[src/include/pin_mux_pkg.sv]
// constants, types and register map of the pin function and mode latch block
// assumes a single 200 MHz clock and an AHB-Lite master with single word transfers
// Function
// - external bus pin roles are fixed at reset and never change afterwards
// - software may switch serial port pin roles at any time without reset
// - shared flag and interrupt pins keep both functions active together
// - four mode pins sampled only around reset, then serve as flag pins
// - four interrupt inputs share the four upper programmable flag pins
// - the two low level interrupt inputs request while held asserted
// - the edge interrupt input requests on its asserting transition only
// - enabled interrupt fires whether pin driven outside or by own flag output
// - system control bit picks serial or alternate role for second serial port pins
// - host mode pin low at reset selects full memory mode
// - latched bus mode stays unchanged while the processor runs
// - full memory mode drives a 14 bit address shared by all spaces
// - 24 bit data bus; byte accesses put upper address on top 8 lines
// - host mode pin high at reset selects host mode with limited addressing
// - external master requests buses, device grants before master drives them
// - three fixed flag pins are always outputs
// - power-down acknowledge asserted once power-down state is entered
package pin_mux_pkg;
  localparam int unsigned ADDR_W    = 14;
  localparam int unsigned DATA_W    = 24;
  localparam int unsigned BYTE_HI_W = 8;
  localparam int unsigned FLAG_W    = 8;
  localparam int unsigned FIXED_W   = 3;
  localparam int unsigned NIRQ      = 8;
  localparam int unsigned CNT_W     = 8;

  // register byte offsets
  localparam logic [7:0] OFF_CTRL     = 8'h00;
  localparam logic [7:0] OFF_MODE     = 8'h04;
  localparam logic [7:0] OFF_FLAG_DIR = 8'h08;
  localparam logic [7:0] OFF_FLAG_OUT = 8'h0c;
  localparam logic [7:0] OFF_FLAG_IN  = 8'h10;
  localparam logic [7:0] OFF_FIXED    = 8'h14;
  localparam logic [7:0] OFF_ICNTL    = 8'h18;
  localparam logic [7:0] OFF_STATUS   = 8'h1c;
  localparam logic [7:0] OFF_MASK     = 8'h20;
  localparam logic [7:0] OFF_EXT_ADDR = 8'h24;
  localparam logic [7:0] OFF_EXT_DATA = 8'h28;
  localparam logic [7:0] OFF_EXT_CMD  = 8'h2c;

  // reset values
  localparam logic [1:0]  CTRL_RST     = 2'h0;
  localparam logic [7:0]  FLAG_DIR_RST = 8'h00;
  localparam logic [7:0]  FLAG_OUT_RST = 8'hff;
  localparam logic [2:0]  FIXED_RST    = 3'h0;
  localparam logic [2:0]  ICNTL_RST    = 3'h0;
  localparam logic [7:0]  MASK_RST     = 8'h00;
  localparam logic [6:0]  STRB_IDLE    = 7'h7f;

  // flag pin positions of shared functions
  localparam int unsigned PF_EDGE_OR_LEVEL = 7;
  localparam int unsigned PF_LEVEL_B       = 6;
  localparam int unsigned PF_LEVEL_A       = 5;
  localparam int unsigned PF_EDGE          = 4;
  localparam int unsigned PF_HOST_MODE     = 2;

  // status and mask bit positions
  localparam int unsigned IRQ_EDGE_OR_LEVEL = 0;
  localparam int unsigned IRQ_LEVEL_B       = 1;
  localparam int unsigned IRQ_LEVEL_A       = 2;
  localparam int unsigned IRQ_EDGE          = 3;
  localparam int unsigned IRQ_ALT1          = 4;
  localparam int unsigned IRQ_ALT0          = 5;
  localparam int unsigned IRQ_PWRDN         = 6;
  localparam int unsigned IRQ_EXT_DONE      = 7;

  // space codes double as strobe indices; read and write strobes follow
  localparam logic [2:0] SPACE_DATA     = 3'h0;
  localparam logic [2:0] SPACE_PROGRAM  = 3'h1;
  localparam logic [2:0] SPACE_IO       = 3'h2;
  localparam logic [2:0] SPACE_BYTE     = 3'h3;
  localparam logic [2:0] SPACE_COMBINED = 3'h4;
  localparam int unsigned STRB_RD       = 5;
  localparam int unsigned STRB_WR       = 6;

  // timing
  localparam int unsigned CLK_PERIOD_PS = 5000;
  localparam int unsigned STROBE_NS     = 15;
  localparam int unsigned STROBE_CYC    =
    (STROBE_NS * 1000 + CLK_PERIOD_PS - 1) / CLK_PERIOD_PS;
  localparam int unsigned MODE_CAP_CYC  = 2;

  typedef enum logic [1:0] {ACC_IDLE, ACC_STROBE, ACC_DONE} acc_state_t;

  typedef struct packed {
    logic pd_force;
    logic alt_serial;
  } ctrl_t;

  typedef struct packed {
    logic       valid;
    logic       host;
    logic [3:0] pins;
  } mode_t;

  typedef struct packed {
    logic [ADDR_W-1:0] addr;
    logic [DATA_W-1:0] dout;
    logic [DATA_W-1:0] doe;
    logic [6:0]        strb_n;
  } ext_bus_t;
endpackage : pin_mux_pkg

[src/pin_sync.sv]
// two flop synchroniser for a vector of pin inputs
// assumes each bit is an independent level; the first stage feeds only the second
`timescale 1ns/10ps
module pin_sync #(
  parameter int unsigned W = 1
) (
  // clock and reset
  input  wire logic         hclk,
  input  wire logic         hresetn,
  // pins in, synchronised levels out
  input  wire logic [W-1:0] async_in,
  output logic      [W-1:0] sync_out
);
  typedef struct packed {
    logic [W-1:0] meta;
    logic [W-1:0] stable;
  } state_t;

  state_t s_reg;
  state_t s_next;

  always_comb begin
    s_next        = s_reg;
    s_next.meta   = async_in;
    s_next.stable = s_reg.meta;
  end

  always_ff @(posedge hclk or negedge hresetn) begin
    if (!hresetn) begin
      s_reg <= '0;
    end else begin
      s_reg <= s_next;
    end
  end

  assign sync_out = s_reg.stable;
endmodule : pin_sync

[src/irq_latch.sv]
// one sticky interrupt status bit with level or edge capture
// assumes req is active high and already in the hclk domain
`timescale 1ns/10ps
module irq_latch (
  // clock and reset
  input  wire logic hclk,
  input  wire logic hresetn,
  // request and control
  input  wire logic req,
  input  wire logic edge_mode,
  input  wire logic clear,
  // sticky status
  output logic      status
);
  typedef struct packed {
    logic prev;
    logic stat;
  } state_t;

  state_t s_reg;
  state_t s_next;
  logic   set;

  always_comb begin
    s_next = s_reg;
    // a held level sets every cycle so it survives a clear while asserted
    set = edge_mode ? (req & ~s_reg.prev) : req;
    s_next.prev = req;
    // set wins over a simultaneous clear
    s_next.stat = set | (s_reg.stat & ~clear);
  end

  always_ff @(posedge hclk or negedge hresetn) begin
    if (!hresetn) begin
      s_reg <= '0;
    end else begin
      s_reg <= s_next;
    end
  end

  assign status = s_reg.stat;
endmodule : irq_latch

[src/pin_function_mode_latch.sv]
// pin function selection, mode latch, flag and interrupt sharing, external bus
// assumes an AHB-Lite master on hclk and pins asynchronous to hclk
//
// The placing of the registers and the AHB-Lite register port are this design's own decisions.
`timescale 1ns/10ps
module pin_function_mode_latch #(
  parameter int unsigned STROBE_CYC = pin_mux_pkg::STROBE_CYC
) (
  // clock and reset
  input  wire logic                          hclk,
  input  wire logic                          hresetn,
  // ahb-lite slave
  input  wire logic                          hsel,
  input  wire logic [31:0]                   haddr,
  input  wire logic [1:0]                    htrans,
  input  wire logic                          hwrite,
  input  wire logic [2:0]                    hsize,
  input  wire logic [31:0]                   hwdata,
  input  wire logic                          hready,
  output logic      [31:0]                   hrdata,
  output logic                               hreadyout,
  output logic                               hresp,
  output logic                               irq,
  // programmable flag pins, mode straps and shared interrupts
  input  wire logic [7:0]                    programmable_flag_pins_in,
  output logic      [7:0]                    programmable_flag_pins_out,
  output logic      [7:0]                    programmable_flag_pins_oe,
  output logic      [2:0]                    fixed_output_flags,
  output pin_mux_pkg::mode_t                 mode_latched,
  // second serial port alternate role
  input  wire logic [1:0]                    serial_alt_irq_pins_n,
  input  wire logic                          serial_alt_flag_in,
  output logic                               serial_alt_flag_out,
  output logic                               serial_alt_flag_out_oe,
  output logic                               serial_port_owns_pins,
  // external bus and bus arbitration
  input  wire logic [23:0]                   external_data_bus_in,
  output pin_mux_pkg::ext_bus_t              external_bus,
  input  wire logic                          bus_request_in_n,
  output logic                               bus_grant_out_n,
  output logic                               bus_grant_hung_out_n,
  // power-down
  input  wire logic                          powerdown_request_in_n,
  output logic                               powerdown_ack_out
);
  localparam int unsigned SYNC_W = 37;

  typedef struct packed {
    logic [31:0]               hrdata;
    logic                      hready;
    logic                      hresp;
    logic                      rd_pend;
    logic                      wr_pend;
    logic [7:0]                addr_q;
    pin_mux_pkg::ctrl_t        ctrl;
    pin_mux_pkg::mode_t        mode;
    logic [1:0]                cap_cnt;
    logic [7:0]                flag_dir;
    logic [7:0]                flag_out;
    logic [7:0]                pf_oe;
    logic [2:0]                fixed;
    logic                      alt_fo;
    logic                      sp_owns;
    logic [2:0]                icntl;
    logic [7:0]                mask;
    logic                      irq;
    logic [21:0]               ext_addr;
    logic [23:0]               ext_wdata;
    logic [23:0]               ext_rdata;
    logic [2:0]                space;
    logic                      ext_write;
    logic                      pending;
    pin_mux_pkg::acc_state_t   acc;
    logic [7:0]                cnt;
    logic                      grant;
    logic                      hung;
    logic                      pd;
    pin_mux_pkg::ext_bus_t     bus;
  } state_t;

  state_t        s_reg;
  state_t        s_next;
  logic [SYNC_W-1:0] sync_in;
  logic [SYNC_W-1:0] sync_q;
  logic [7:0]    pf_sync;
  logic [1:0]    alt_irq_sync_n;
  logic          alt_fi_sync;
  logic          br_sync_n;
  logic          pwd_sync_n;
  logic [23:0]   dbus_sync;
  logic [7:0]    eff_pf;
  logic [7:0]    irq_req;
  logic [7:0]    irq_edge;
  logic [7:0]    irq_clr;
  logic [7:0]    irq_status;
  logic          take;
  logic          space_ok;
  logic          start;
  logic          pd_req;
  logic [31:0]   rd_val;

  assign sync_in = {external_data_bus_in, powerdown_request_in_n, bus_request_in_n,
                    serial_alt_flag_in, serial_alt_irq_pins_n, programmable_flag_pins_in};

  pin_sync #(.W(SYNC_W)) u_sync (
    .hclk     (hclk),
    .hresetn  (hresetn),
    .async_in (sync_in),
    .sync_out (sync_q)
  );

  assign pf_sync        = sync_q[7:0];
  assign alt_irq_sync_n = sync_q[9:8];
  assign alt_fi_sync    = sync_q[10];
  assign br_sync_n      = sync_q[11];
  assign pwd_sync_n     = sync_q[12];
  assign dbus_sync      = sync_q[36:13];

  // an output flag is seen by its interrupt without the pad round trip
  assign eff_pf = (s_reg.flag_dir & s_reg.flag_out) | (~s_reg.flag_dir & pf_sync);

  // upper flag pins double as the four interrupt inputs, all active low
  always_comb begin
    irq_req  = 8'h00;
    irq_edge = 8'h00;
    irq_req[pin_mux_pkg::IRQ_EDGE_OR_LEVEL]  = ~eff_pf[pin_mux_pkg::PF_EDGE_OR_LEVEL];
    irq_edge[pin_mux_pkg::IRQ_EDGE_OR_LEVEL] = s_reg.icntl[0];
    irq_req[pin_mux_pkg::IRQ_LEVEL_B]  = ~eff_pf[pin_mux_pkg::PF_LEVEL_B];
    irq_req[pin_mux_pkg::IRQ_LEVEL_A]  = ~eff_pf[pin_mux_pkg::PF_LEVEL_A];
    irq_req[pin_mux_pkg::IRQ_EDGE]     = ~eff_pf[pin_mux_pkg::PF_EDGE];
    irq_edge[pin_mux_pkg::IRQ_EDGE]    = 1'b1;
    // alternate serial interrupts only count while that role is selected
    irq_req[pin_mux_pkg::IRQ_ALT1]  = s_reg.ctrl.alt_serial & ~alt_irq_sync_n[1];
    irq_edge[pin_mux_pkg::IRQ_ALT1] = s_reg.icntl[1];
    irq_req[pin_mux_pkg::IRQ_ALT0]  = s_reg.ctrl.alt_serial & ~alt_irq_sync_n[0];
    irq_edge[pin_mux_pkg::IRQ_ALT0] = s_reg.icntl[2];
    irq_req[pin_mux_pkg::IRQ_PWRDN]      = s_reg.pd;
    irq_edge[pin_mux_pkg::IRQ_PWRDN]     = 1'b1;
    irq_req[pin_mux_pkg::IRQ_EXT_DONE]   = (s_reg.acc == pin_mux_pkg::ACC_DONE);
    irq_edge[pin_mux_pkg::IRQ_EXT_DONE]  = 1'b1;
    // synchroniser flops reset low, which would read as asserted requests until straps land
    irq_req = irq_req & {8{s_reg.mode.valid}};
  end

  assign irq_clr = (s_reg.wr_pend && s_reg.addr_q == pin_mux_pkg::OFF_STATUS) ?
                   hwdata[7:0] : 8'h00;

  genvar gi;
  generate
    for (gi = 0; gi < pin_mux_pkg::NIRQ; gi++) begin : g_irq
      irq_latch u_irq (
        .hclk      (hclk),
        .hresetn   (hresetn),
        .req       (irq_req[gi]),
        .edge_mode (irq_edge[gi]),
        .clear     (irq_clr[gi]),
        .status    (irq_status[gi])
      );
    end
  endgenerate

  assign take     = hsel & hready & htrans[1];
  assign space_ok = (hwdata[2:0] <= pin_mux_pkg::SPACE_COMBINED);
  assign pd_req   = (~pwd_sync_n | s_reg.ctrl.pd_force) & s_reg.mode.valid;
  assign start    = s_reg.pending & ~s_reg.grant & ~s_reg.pd & s_reg.mode.valid &
                    (s_reg.acc == pin_mux_pkg::ACC_IDLE);

  always_comb begin
    case (s_reg.addr_q)
      pin_mux_pkg::OFF_CTRL:     rd_val = {30'h0, s_reg.ctrl};
      pin_mux_pkg::OFF_MODE:     rd_val = {26'h0, s_reg.mode};
      pin_mux_pkg::OFF_FLAG_DIR: rd_val = {24'h0, s_reg.flag_dir};
      pin_mux_pkg::OFF_FLAG_OUT: rd_val = {24'h0, s_reg.flag_out};
      pin_mux_pkg::OFF_FLAG_IN:  rd_val = {23'h0, alt_fi_sync, pf_sync};
      pin_mux_pkg::OFF_FIXED:    rd_val = {28'h0, s_reg.alt_fo, s_reg.fixed};
      pin_mux_pkg::OFF_ICNTL:    rd_val = {29'h0, s_reg.icntl};
      pin_mux_pkg::OFF_STATUS:   rd_val = {24'h0, irq_status};
      pin_mux_pkg::OFF_MASK:     rd_val = {24'h0, s_reg.mask};
      pin_mux_pkg::OFF_EXT_ADDR: rd_val = {10'h0, s_reg.ext_addr};
      pin_mux_pkg::OFF_EXT_DATA: rd_val = {8'h0, s_reg.ext_rdata};
      pin_mux_pkg::OFF_EXT_CMD:  rd_val = {28'h0, s_reg.pd, s_reg.grant, s_reg.pending,
                                           s_reg.acc != pin_mux_pkg::ACC_IDLE};
      default:                   rd_val = 32'h0;
    endcase
  end

  always_comb begin
    s_next = s_reg;
    // bus slave: writes complete at once, reads take one wait state
    if (s_reg.rd_pend) begin
      s_next.hrdata  = rd_val;
      s_next.hready  = 1'b1;
      s_next.rd_pend = 1'b0;
    end
    s_next.wr_pend = 1'b0;
    if (take) begin
      s_next.addr_q  = haddr[7:0];
      s_next.wr_pend = hwrite;
      s_next.rd_pend = ~hwrite;
      s_next.hready  = hwrite;
    end
    if (s_reg.wr_pend) begin
      case (s_reg.addr_q)
        pin_mux_pkg::OFF_CTRL:     s_next.ctrl = hwdata[1:0];
        pin_mux_pkg::OFF_FLAG_DIR: s_next.flag_dir = hwdata[7:0];
        pin_mux_pkg::OFF_FLAG_OUT: s_next.flag_out = hwdata[7:0];
        pin_mux_pkg::OFF_FIXED: begin
          s_next.fixed  = hwdata[2:0];
          s_next.alt_fo = hwdata[3];
        end
        pin_mux_pkg::OFF_ICNTL:    s_next.icntl = hwdata[2:0];
        pin_mux_pkg::OFF_MASK:     s_next.mask = hwdata[7:0];
        pin_mux_pkg::OFF_EXT_ADDR: s_next.ext_addr = hwdata[21:0];
        pin_mux_pkg::OFF_EXT_DATA: s_next.ext_wdata = hwdata[23:0];
        pin_mux_pkg::OFF_EXT_CMD: begin
          // a command while one is queued or running is dropped
          if (space_ok && !s_reg.pending && s_reg.acc == pin_mux_pkg::ACC_IDLE) begin
            s_next.space     = hwdata[2:0];
            s_next.ext_write = hwdata[3];
            s_next.pending   = 1'b1;
          end
        end
        default: ;
      endcase
    end

    // straps settle through the synchroniser, then are frozen for good
    if (!s_reg.mode.valid) begin
      if (s_reg.cap_cnt == 2'(pin_mux_pkg::MODE_CAP_CYC)) begin
        s_next.mode.pins  = pf_sync[3:0];
        s_next.mode.host  = pf_sync[pin_mux_pkg::PF_HOST_MODE];
        s_next.mode.valid = 1'b1;
      end else begin
        s_next.cap_cnt = s_reg.cap_cnt + 2'h1;
      end
    end

    // pins only turn into driven flags once the straps have been taken
    s_next.pf_oe   = s_reg.flag_dir & {8{s_reg.mode.valid}};
    s_next.sp_owns = ~s_next.ctrl.alt_serial;
    s_next.irq     = |(irq_status & s_reg.mask);

    // power-down waits for any running access to finish
    if (!pd_req) begin
      s_next.pd = 1'b0;
    end else if (s_reg.acc == pin_mux_pkg::ACC_IDLE && !start) begin
      s_next.pd = 1'b1;
    end

    // external master gets the buses only between accesses
    s_next.grant = ~br_sync_n & s_reg.mode.valid &
                   (s_reg.acc == pin_mux_pkg::ACC_IDLE) & ~start;
    s_next.hung  = s_next.grant & s_reg.pending;

    case (s_reg.acc)
      pin_mux_pkg::ACC_IDLE: begin
        if (start) begin
          s_next.pending = 1'b0;
          s_next.acc     = pin_mux_pkg::ACC_STROBE;
          s_next.cnt     = 8'(STROBE_CYC - 1);
          // host mode keeps only the lowest address line
          s_next.bus.addr = s_reg.mode.host ? {13'h0, s_reg.ext_addr[0]} :
                                              s_reg.ext_addr[13:0];
          s_next.bus.dout = s_reg.ext_wdata;
          s_next.bus.doe  = {24{s_reg.ext_write}};
          if (s_reg.space == pin_mux_pkg::SPACE_BYTE) begin
            s_next.bus.dout[23:16] = s_reg.ext_addr[21:14];
            s_next.bus.doe[23:16]  = 8'hff;
          end
          if (s_reg.mode.host) begin
            s_next.bus.doe[7:0] = 8'h00;
          end
          s_next.bus.strb_n = pin_mux_pkg::STRB_IDLE;
          s_next.bus.strb_n[s_reg.space] = 1'b0;
          s_next.bus.strb_n[pin_mux_pkg::STRB_RD] = s_reg.ext_write;
          s_next.bus.strb_n[pin_mux_pkg::STRB_WR] = ~s_reg.ext_write;
        end
      end
      pin_mux_pkg::ACC_STROBE: begin
        if (s_reg.cnt == 8'h00) begin
          s_next.ext_rdata  = dbus_sync;
          s_next.bus.strb_n = pin_mux_pkg::STRB_IDLE;
          s_next.bus.doe    = '0;
          s_next.acc        = pin_mux_pkg::ACC_DONE;
        end else begin
          s_next.cnt = s_reg.cnt - 8'h01;
        end
      end
      pin_mux_pkg::ACC_DONE: s_next.acc = pin_mux_pkg::ACC_IDLE;
      default:               s_next.acc = pin_mux_pkg::ACC_IDLE;
    endcase
  end

  always_ff @(posedge hclk or negedge hresetn) begin
    if (!hresetn) begin
      s_reg            <= '0;
      s_reg.hready     <= 1'b1;
      s_reg.ctrl       <= pin_mux_pkg::CTRL_RST;
      s_reg.flag_dir   <= pin_mux_pkg::FLAG_DIR_RST;
      s_reg.flag_out   <= pin_mux_pkg::FLAG_OUT_RST;
      s_reg.fixed      <= pin_mux_pkg::FIXED_RST;
      s_reg.icntl      <= pin_mux_pkg::ICNTL_RST;
      s_reg.mask       <= pin_mux_pkg::MASK_RST;
      s_reg.sp_owns    <= 1'b1;
      s_reg.acc        <= pin_mux_pkg::ACC_IDLE;
      s_reg.bus.strb_n <= pin_mux_pkg::STRB_IDLE;
    end else begin
      s_reg <= s_next;
    end
  end

  assign hrdata                     = s_reg.hrdata;
  assign hreadyout                  = s_reg.hready;
  assign hresp                      = s_reg.hresp;
  assign irq                        = s_reg.irq;
  assign programmable_flag_pins_out = s_reg.flag_out;
  assign programmable_flag_pins_oe  = s_reg.pf_oe;
  assign fixed_output_flags         = s_reg.fixed;
  assign mode_latched               = s_reg.mode;
  assign serial_alt_flag_out        = s_reg.alt_fo;
  assign serial_alt_flag_out_oe     = s_reg.ctrl.alt_serial;
  assign serial_port_owns_pins      = s_reg.sp_owns;
  assign external_bus               = s_reg.bus;
  assign bus_grant_out_n            = ~s_reg.grant;
  assign bus_grant_hung_out_n       = ~s_reg.hung;
  assign powerdown_ack_out          = s_reg.pd;
endmodule : pin_function_mode_latch

[config.mk]
export PLATFORM = sky130hd
export DESIGN_NAME = pin_function_mode_latch
export DESIGN_NICKNAME = d
export VERILOG_FILES = /design/src/include/pin_mux_pkg.sv /design/src/pin_sync.sv /design/src/irq_latch.sv /design/src/pin_function_mode_latch.sv
export SDC_FILE = /design/constraint.sdc
export NUM_CORES = 1
export LEC_CHECK = 0
export ABC_AREA = 1
export BUFFER_PORTS_ARGS = -buffer_cell sky130_fd_sc_hd__buf_4
export CORE_MARGIN = 10
export CORE_UTILIZATION = 25
export CTS_BUF_LIST = sky130_fd_sc_hd__clkbuf_8
export CTS_CLUSTER_DIAMETER = 100
export DETAILED_ROUTE_END_ITERATION = 10
export PLACE_DENSITY = 0.41
export RECOVER_POWER = 50
export REMOVE_ABC_BUFFERS = 1
export SETUP_SLACK_MARGIN = 0.5
export SLEW_MARGIN = 20
export SYNTH_ARGS = -nofsm -noshare
export SYNTH_HDL_FRONTEND = slang
export SYNTH_SLANG_ARGS = --single-unit
[constraint.sdc]
create_clock -name hclk -period 3.51 [get_ports hclk]
set_clock_uncertainty 0.05 [all_clocks]
set_input_delay 0.5265 -clock hclk [delete_from_list [all_inputs] [get_ports hclk]]
set_output_delay 0.5265 -clock hclk [all_outputs]
set_load 0.01 [all_outputs]
=== After elaboration in Yosys (flattened, before gate mapping) ===
Cells that the tools add are included.

* Order comparisons: 3
* Shift operators: 0
* Div/mod/pow operators: 0
* Multipliers: 0
* Equal/unequal tests: 19
* Reduce and logical (&&, ||, !) cells: 30
* Add/sub/neg operators: 2
* Muxes and demuxes: 33
* Bitwise operators: 75

{| class="wikitable"
|+ Operators with widths
! cell !! number
|-
| $pmux 24 s12 || 1
|-
| $mux 31 || 2
|-
| $pmux 31 s2 || 1
|-
| $mux 8 || 6
|-
| $and 8x8->8 || 5
|-
| $eq 8x5->1 const B || 4
|-
| $eq 8x6->1 const B || 4
|-
| $not 1->1 || 31
|-
| $and 1x1->1 || 27
|-
| $reduce_and 2->1 || 13
|-
| $eq 8x4->1 const B || 2
|-
| $logic_not 8->1 || 2
|-
| $pmux 8 s2 || 1
|-
| $mux 1 || 14
|-
| $mux 14 || 1
|-
| $mux 11 || 1
|-
| $mux 10 || 1
|-
| $or 1x1->1 || 9
|-
| $reduce_and 3->1 || 3
|-
| $eq 8x3->1 const B || 1
|-
| $not 8->8 || 1
|-
| $or 8x8->8 || 1
|-
| $reduce_or 8->1 || 1
|-
| $sub 8x1->8 const B || 1
|-
| other kinds (18) || 29
|}

* Bits in latches: 0
* Memories: 0
* Word-level logic and storage cells: 213
* Bits in read-only memories: 0
* Flip-flop bits (word level): 331
* Input bits: 111
* RAM bits: 0

=== Longest topological paths before layout ===
* Depth in word-level cells: 9
* Depth in mapped cells: 11

=== Cells and area by module ===
From an unflattened synthesis, not the netlist that was laid out.

* Cell total of the unflattened synthesis: 1381
* Area total of the unflattened synthesis: 12976.2 um^2

{| class="wikitable"
|+ By module, submodules not included
! module !! area an instance (um^2) !! instances !! cells each
|-
| pin_function_mode_latch || 10573.9 || 1 || 1251
|-
| pin_sync || 1851.8 || 1 || 74
|-
| irq_latch || 68.8 || 8 || 7
|}

=== Worst setup path after synthesis ===
OpenSTA, ideal clock, no wires.

* Path kind: reg2reg
* From: reg s_reg[72] in the netlist's numbering
* To: reg s_reg (netlist bit external_bus[0])
* Cell stages (with the launch flop): 10
* Data arrival time: 1399 ps
* Required time: 3383 ps
* Path slack: 1984 ps
* Path through: dfrtp_1 inv_1 ha_1 nand3_1 nor2_2 nand2_2 nand2_2 buf_4 nor2_1 a31oi_1

* Word-level cells in the longest chain between the ends: 3

{| class="wikitable"
|+ RTL lines
! item !! RTL line !! source
|-
| start, declared || pin_function_mode_latch.sv:81 || <nowiki>state_t s_reg;</nowiki>
|-
| start signal, assigned || pin_function_mode_latch.sv:308 || <nowiki>s_reg <= s_next;</nowiki>
|-
| $logic_not 8->1 || pin_function_mode_latch.sv:280 || <nowiki>if (s_reg.cnt == 8'h00) begin</nowiki>
|-
| $ne 2x2->1 (no source line) || n/a ||
|-
| $reduce_and 3->1 (no source line) || n/a ||
|}

Every way passes these cells.
A chain may end at the register's enable or synchronous reset.

=== Worst setup path after layout ===
* From: reg s_reg (netlist bit mode_latched[5])
* To: reg s_reg (netlist bit mode_latched[1])

* Word-level cells in the longest chain between the ends: 2

{| class="wikitable"
|+ RTL lines
! item
|-
| $not 1->1 (no source line)
|-
| $reduce_and 2->1 (no source line)
|}

Every way passes these cells.

==> run summary <==
By startpoint and endpoint, the worst setup path is classified as flip-flop to flip-flop. Together, buffers and inverters on the worst path number 2. The overall global routing resource usage came out at 0.1259.

The total power per unit cell area came out at 505.0 nW/um2. The maximum ir drop on the vdd rail is 0.2900 mV. The count of state elements after synthesis came out at 309. At the end of routability-driven placement, the weighted congestion stood at 0.8083. Setup repair after global routing left no endpoint under its margin. The transition time of the tightest slew-check pin is 2.212 ns. The final count of hold timing violations came out at 0. After clock tree synthesis, the flow added hold-fix buffers numbering 39. The count of buffers inserted at the top-level ports is 200.

The source-to-sink clock delay at the later pin of the worst-skew pair is 0.60 ns. The fraction of power spent switching nets is 0.2577. The worst setup path is launched from a flip-flop. The fraction of the cycle the final worst path needs came out at 0.7510.

The H-tree depth is 2. The data required time at the worst endpoint is 3.95 ns. The cell with the largest stage delay on the worst path is sky130_fd_sc_hd__clkbuf_1. The maximum fanout count along the critical path came out at 15.

The row count came out at 83. TritonCTS built the clock tree. The x dimension of the die came out at 246.9 um. The top achievable clock speed is 379.4 MHz.

The placed cell area came out at 14,180 um2. The count of yosys warnings during synthesis is 0. Walking the worst path, the cells encountered are clkbuf_1 -> inv_1 -> nand2_1 -> mux2_2. The endpoint type of the worst setup path is a flip-flop. The critical path's largest stage delay came out at 0.70 ns.

Cell internal power was estimated by the tool at 5854 uW. The average cell area after synthesis is 9.520 um2. The share of synthesized area occupied by flip-flops and latches came out at 0.6024. Entering global routing, the biggest net connects 88 pins. The worst-case headroom to the max-slew limit is -0.4746. The detailed-route vias per instance is 4.105. The number of clock buffers inserted by TritonCTS is 53. The detail route stage leaves a number of antenna-violating nets equal to 0. The count of cells resized by post-cts repair came out at 0. For the final routed database, the setup TNS stands at 0 ns. The shortest clock period the worst path allows after layout is 2.636 ns.

Across the run, the number of max-cap violations was 1. The proportion of power drawn by combinational gates is 0.084. The wire length of the first global-routing pass came out at 58,910 um. The number of distinct standard cells referenced by the synthesized netlist is 42. The number of global-route vias before repair came to 9,481.

In this run the worst hold path is classified as primary input to flip-flop. The post-detailed-routing wire length is 38,740 um. The routed length per placed instance is 17.47 um. The count of flip-flops with a built-in enable after synthesis is 0.

For this block, the via count after detailed routing is 9,101. In the layout the commonest cells are sky130_fd_sc_hd__nand2_1 (423), sky130_fd_sc_hd__dfrtp_1 (292), sky130_fd_sc_hd__buf_4 (165). The layout cell share with drive strength beyond 1 came out at 0.2259. The clock transition at the register clock pins on the worst setup and hold paths after CTS came out at 0.06 ns.

Leaving out fill and tap cells, the most frequent cell in the layout is sky130_fd_sc_hd__nand2_1. Post-CTS timing repair inserted 0 buffers for setup. The number of search-and-repair iterations in the first detailed-routing pass is 5. The region available for standard cell placement spans 51,200 um2.

Synthesis produced a netlist whose cell count is 1,352. Summing all non-filler instances in the final layout gives an area of 15,620 um2. After legalization and detailed placement, the total HPWL measured 26,820 um. Measured along the y axis, the die boundary spans 246.9 um. The flow ran to the end, but the final reports show violations. The overall power came out at 7887 uW. The switching component of the power came out at 2032 uW. The share of synthesized registers carrying an async set or reset is 1.000. The number of pins with negative max-slew slack in the final report is 78. The share of total power in the clock network came out at 0.422. Counting along the longest clock path gives a buffer depth of 3. The checks that failed: capacitance limit, slew limit. The static leakage came out at 0.007841 uW. The die outline area is 60,960 um2. In this run the cell area of the synthesized design comes to 12,870 um2. Clock tree synthesis found a total of 309 sinks. The register with the most flip-flops in the layout has 116 of them. The cell chosen for the clock root is sky130_fd_sc_hd__clkbuf_8.

The initial standard-cell utilization of the core came out at 0.2514. The total global routing overflow came out at 0. The sequential power share is 0.494. The critical path data arrival time is 3.08 ns.

The family of cells with the greatest summed delay on the critical path is buffers and inverters. The number of failing setup endpoints in the final timing report is 0. The first-iteration detailed-routing DRC count is 604.

In the routed design, unresolved DRC markers number 0. The number of nets in the finished design came out at 1,608. For this run, the leading register cell type out of synthesis is sky130_fd_sc_hd__dfrtp_1. The number of antenna violations at the first check in global routing was 1. The signed area change from the synthesized netlist to the final layout is 21.33%. During I/O placement, the number of pins put on the boundary was 246.
[area by class of cell]
cell class / instances / area [um2]
repair buffers: 248 / 1968
multi-input cells: 793 / 3627
fillers: 5387 / 35580
diodes: 1 / 2.502
clock inverters: 35 / 225.2
well taps: 680 / 850.8
clock buffers: 62 / 853.3
inverters: 89 / 335.3
flip-flops and latches: 309 / 7754
[Yosys cell counts, types with 2 or more instances]
cell | n | area share
sky130_fd_sc_hd__nand2_4 | 2 | 0.0017
sky130_fd_sc_hd__buf_2 | 24 | 0.0093
sky130_fd_sc_hd__nand2_2 | 18 | 0.0087
sky130_fd_sc_hd__inv_1 | 77 | 0.022
sky130_fd_sc_hd__o21a_1 | 9 | 0.0052
sky130_fd_sc_hd__o211ai_1 | 2 | 0.0012
sky130_fd_sc_hd__dfstp_2 | 17 | 0.035
sky130_fd_sc_hd__mux2_4 | 2 | 0.0023
sky130_fd_sc_hd__nor2_2 | 9 | 0.0044
sky130_fd_sc_hd__buf_4 | 130 | 0.076
sky130_fd_sc_hd__dfrtp_1 | 292 | 0.57
sky130_fd_sc_hd__a221oi_1 | 2 | 0.0014
sky130_fd_sc_hd__o31ai_1 | 6 | 0.0035
sky130_fd_sc_hd__nor2_1 | 62 | 0.018
sky130_fd_sc_hd__nor3_2 | 2 | 0.0016
sky130_fd_sc_hd__o21ai_0 | 45 | 0.017
sky130_fd_sc_hd__a31oi_1 | 4 | 0.0019
sky130_fd_sc_hd__o21ai_1 | 90 | 0.035
sky130_fd_sc_hd__nand2_1 | 422 | 0.12
sky130_fd_sc_hd__nand4_1 | 5 | 0.0024
sky130_fd_sc_hd__xor2_1 | 3 | 0.0020
sky130_fd_sc_hd__nand3_1 | 67 | 0.026
sky130_fd_sc_hd__buf_6 | 4 | 0.0035
sky130_fd_sc_hd__nand3_2 | 2 | 0.0016
sky130_fd_sc_hd__a21oi_1 | 7 | 0.0027
sky130_fd_sc_hd__a22o_1 | 2 | 0.0014
sky130_fd_sc_hd__clkbuf_1 | 10 | 0.0029
sky130_fd_sc_hd__mux2_2 | 3 | 0.0026
sky130_fd_sc_hd__nor3_1 | 5 | 0.0019
sky130_fd_sc_hd__nor2_4 | 5 | 0.0044
sky130_fd_sc_hd__o41ai_1 | 2 | 0.0014
sky130_fd_sc_hd__inv_2 | 10 | 0.0029
sky130_fd_sc_hd__ha_1 | 3 | 0.0029
[power groups by stage]
stage	Combinational [uW]	Sequential (uW)	Clock (uW)
global route	755	3920	3620
detailed placement	654	3960	0
CTS	692	3900	3470
global placement	649	3960	0
finish	665	3900	3320
floorplan	261	3950	0
[stage by stage]
step	setup WS (ns)	hold slack, ns	util	cells
2_1_floorplan	1.269	0.1809	-	1191
3_3_place_gp	1.170	0.2827	0.2770	2080
3_5_place_dp	1.131	0.2847	0.2770	2080
4_1_cts	1.140	0.03933	0.3057	2216
5_1_grt	0.5247	0.07985	0.3050	2217
6_report	0.8741	0.08568	0.3050	2217
[worst reg2reg max path, stage by stage, from the launching register on]
cell and delay [ns]:
sky130_fd_sc_hd__dfrtp_1 0.32, sky130_fd_sc_hd__clkbuf_1 0.70, sky130_fd_sc_hd__inv_1 0.52, sky130_fd_sc_hd__nand2_1 0.54
sky130_fd_sc_hd__mux2_2 0.39
[cell families after synthesis]
family                   count (synthesis)  synth area share
XOR/XNOR                                 3          0.002042
other                                    1         0.0002914
AO/OA/AOI/OAI                          173           0.07388
AND/OR/NAND/NOR                        600            0.1956
buffers and inverters                  258            0.1179
adder cells (fa/ha/maj)                  3          0.002917
multiplexers                             5          0.004958
flip-flops                             309            0.6024
[metal layers]
| layer | vias up | global-route usage | share of wire |
|---|---|---|---|
| met4 | 0 | 0.04709 | 0.026 |
| met5 | - | 0 | 0 |
| met3 | 60 | 0.02762 | 0.054 |
| met2 | 189 | 0.2012 | 0.47 |
| met1 | 4385 | 0.1639 | 0.45 |
| li1 | 4467 | - | - |
[final timing paths]
path	depth (start not counted)	slack, ns	from	end
worst min-delay path	3	0.09	haddr[0]	s_reg[208]
max in group asynchronous	3	0.94	hresetn	s_reg[119]
worst max register to register	4	0.87	mode_latched[5]	mode_latched[1]
worst max-delay path	4	0.87	mode_latched[5]	mode_latched[1]
worst min register to register	0	0.29	u_sync.s_next[28]	u_sync.sync_out[28]
min in group asynchronous	2	1.07	hresetn	serial_alt_flag_out_oe
No activity file was read; power rests on OpenSTA's default activity.
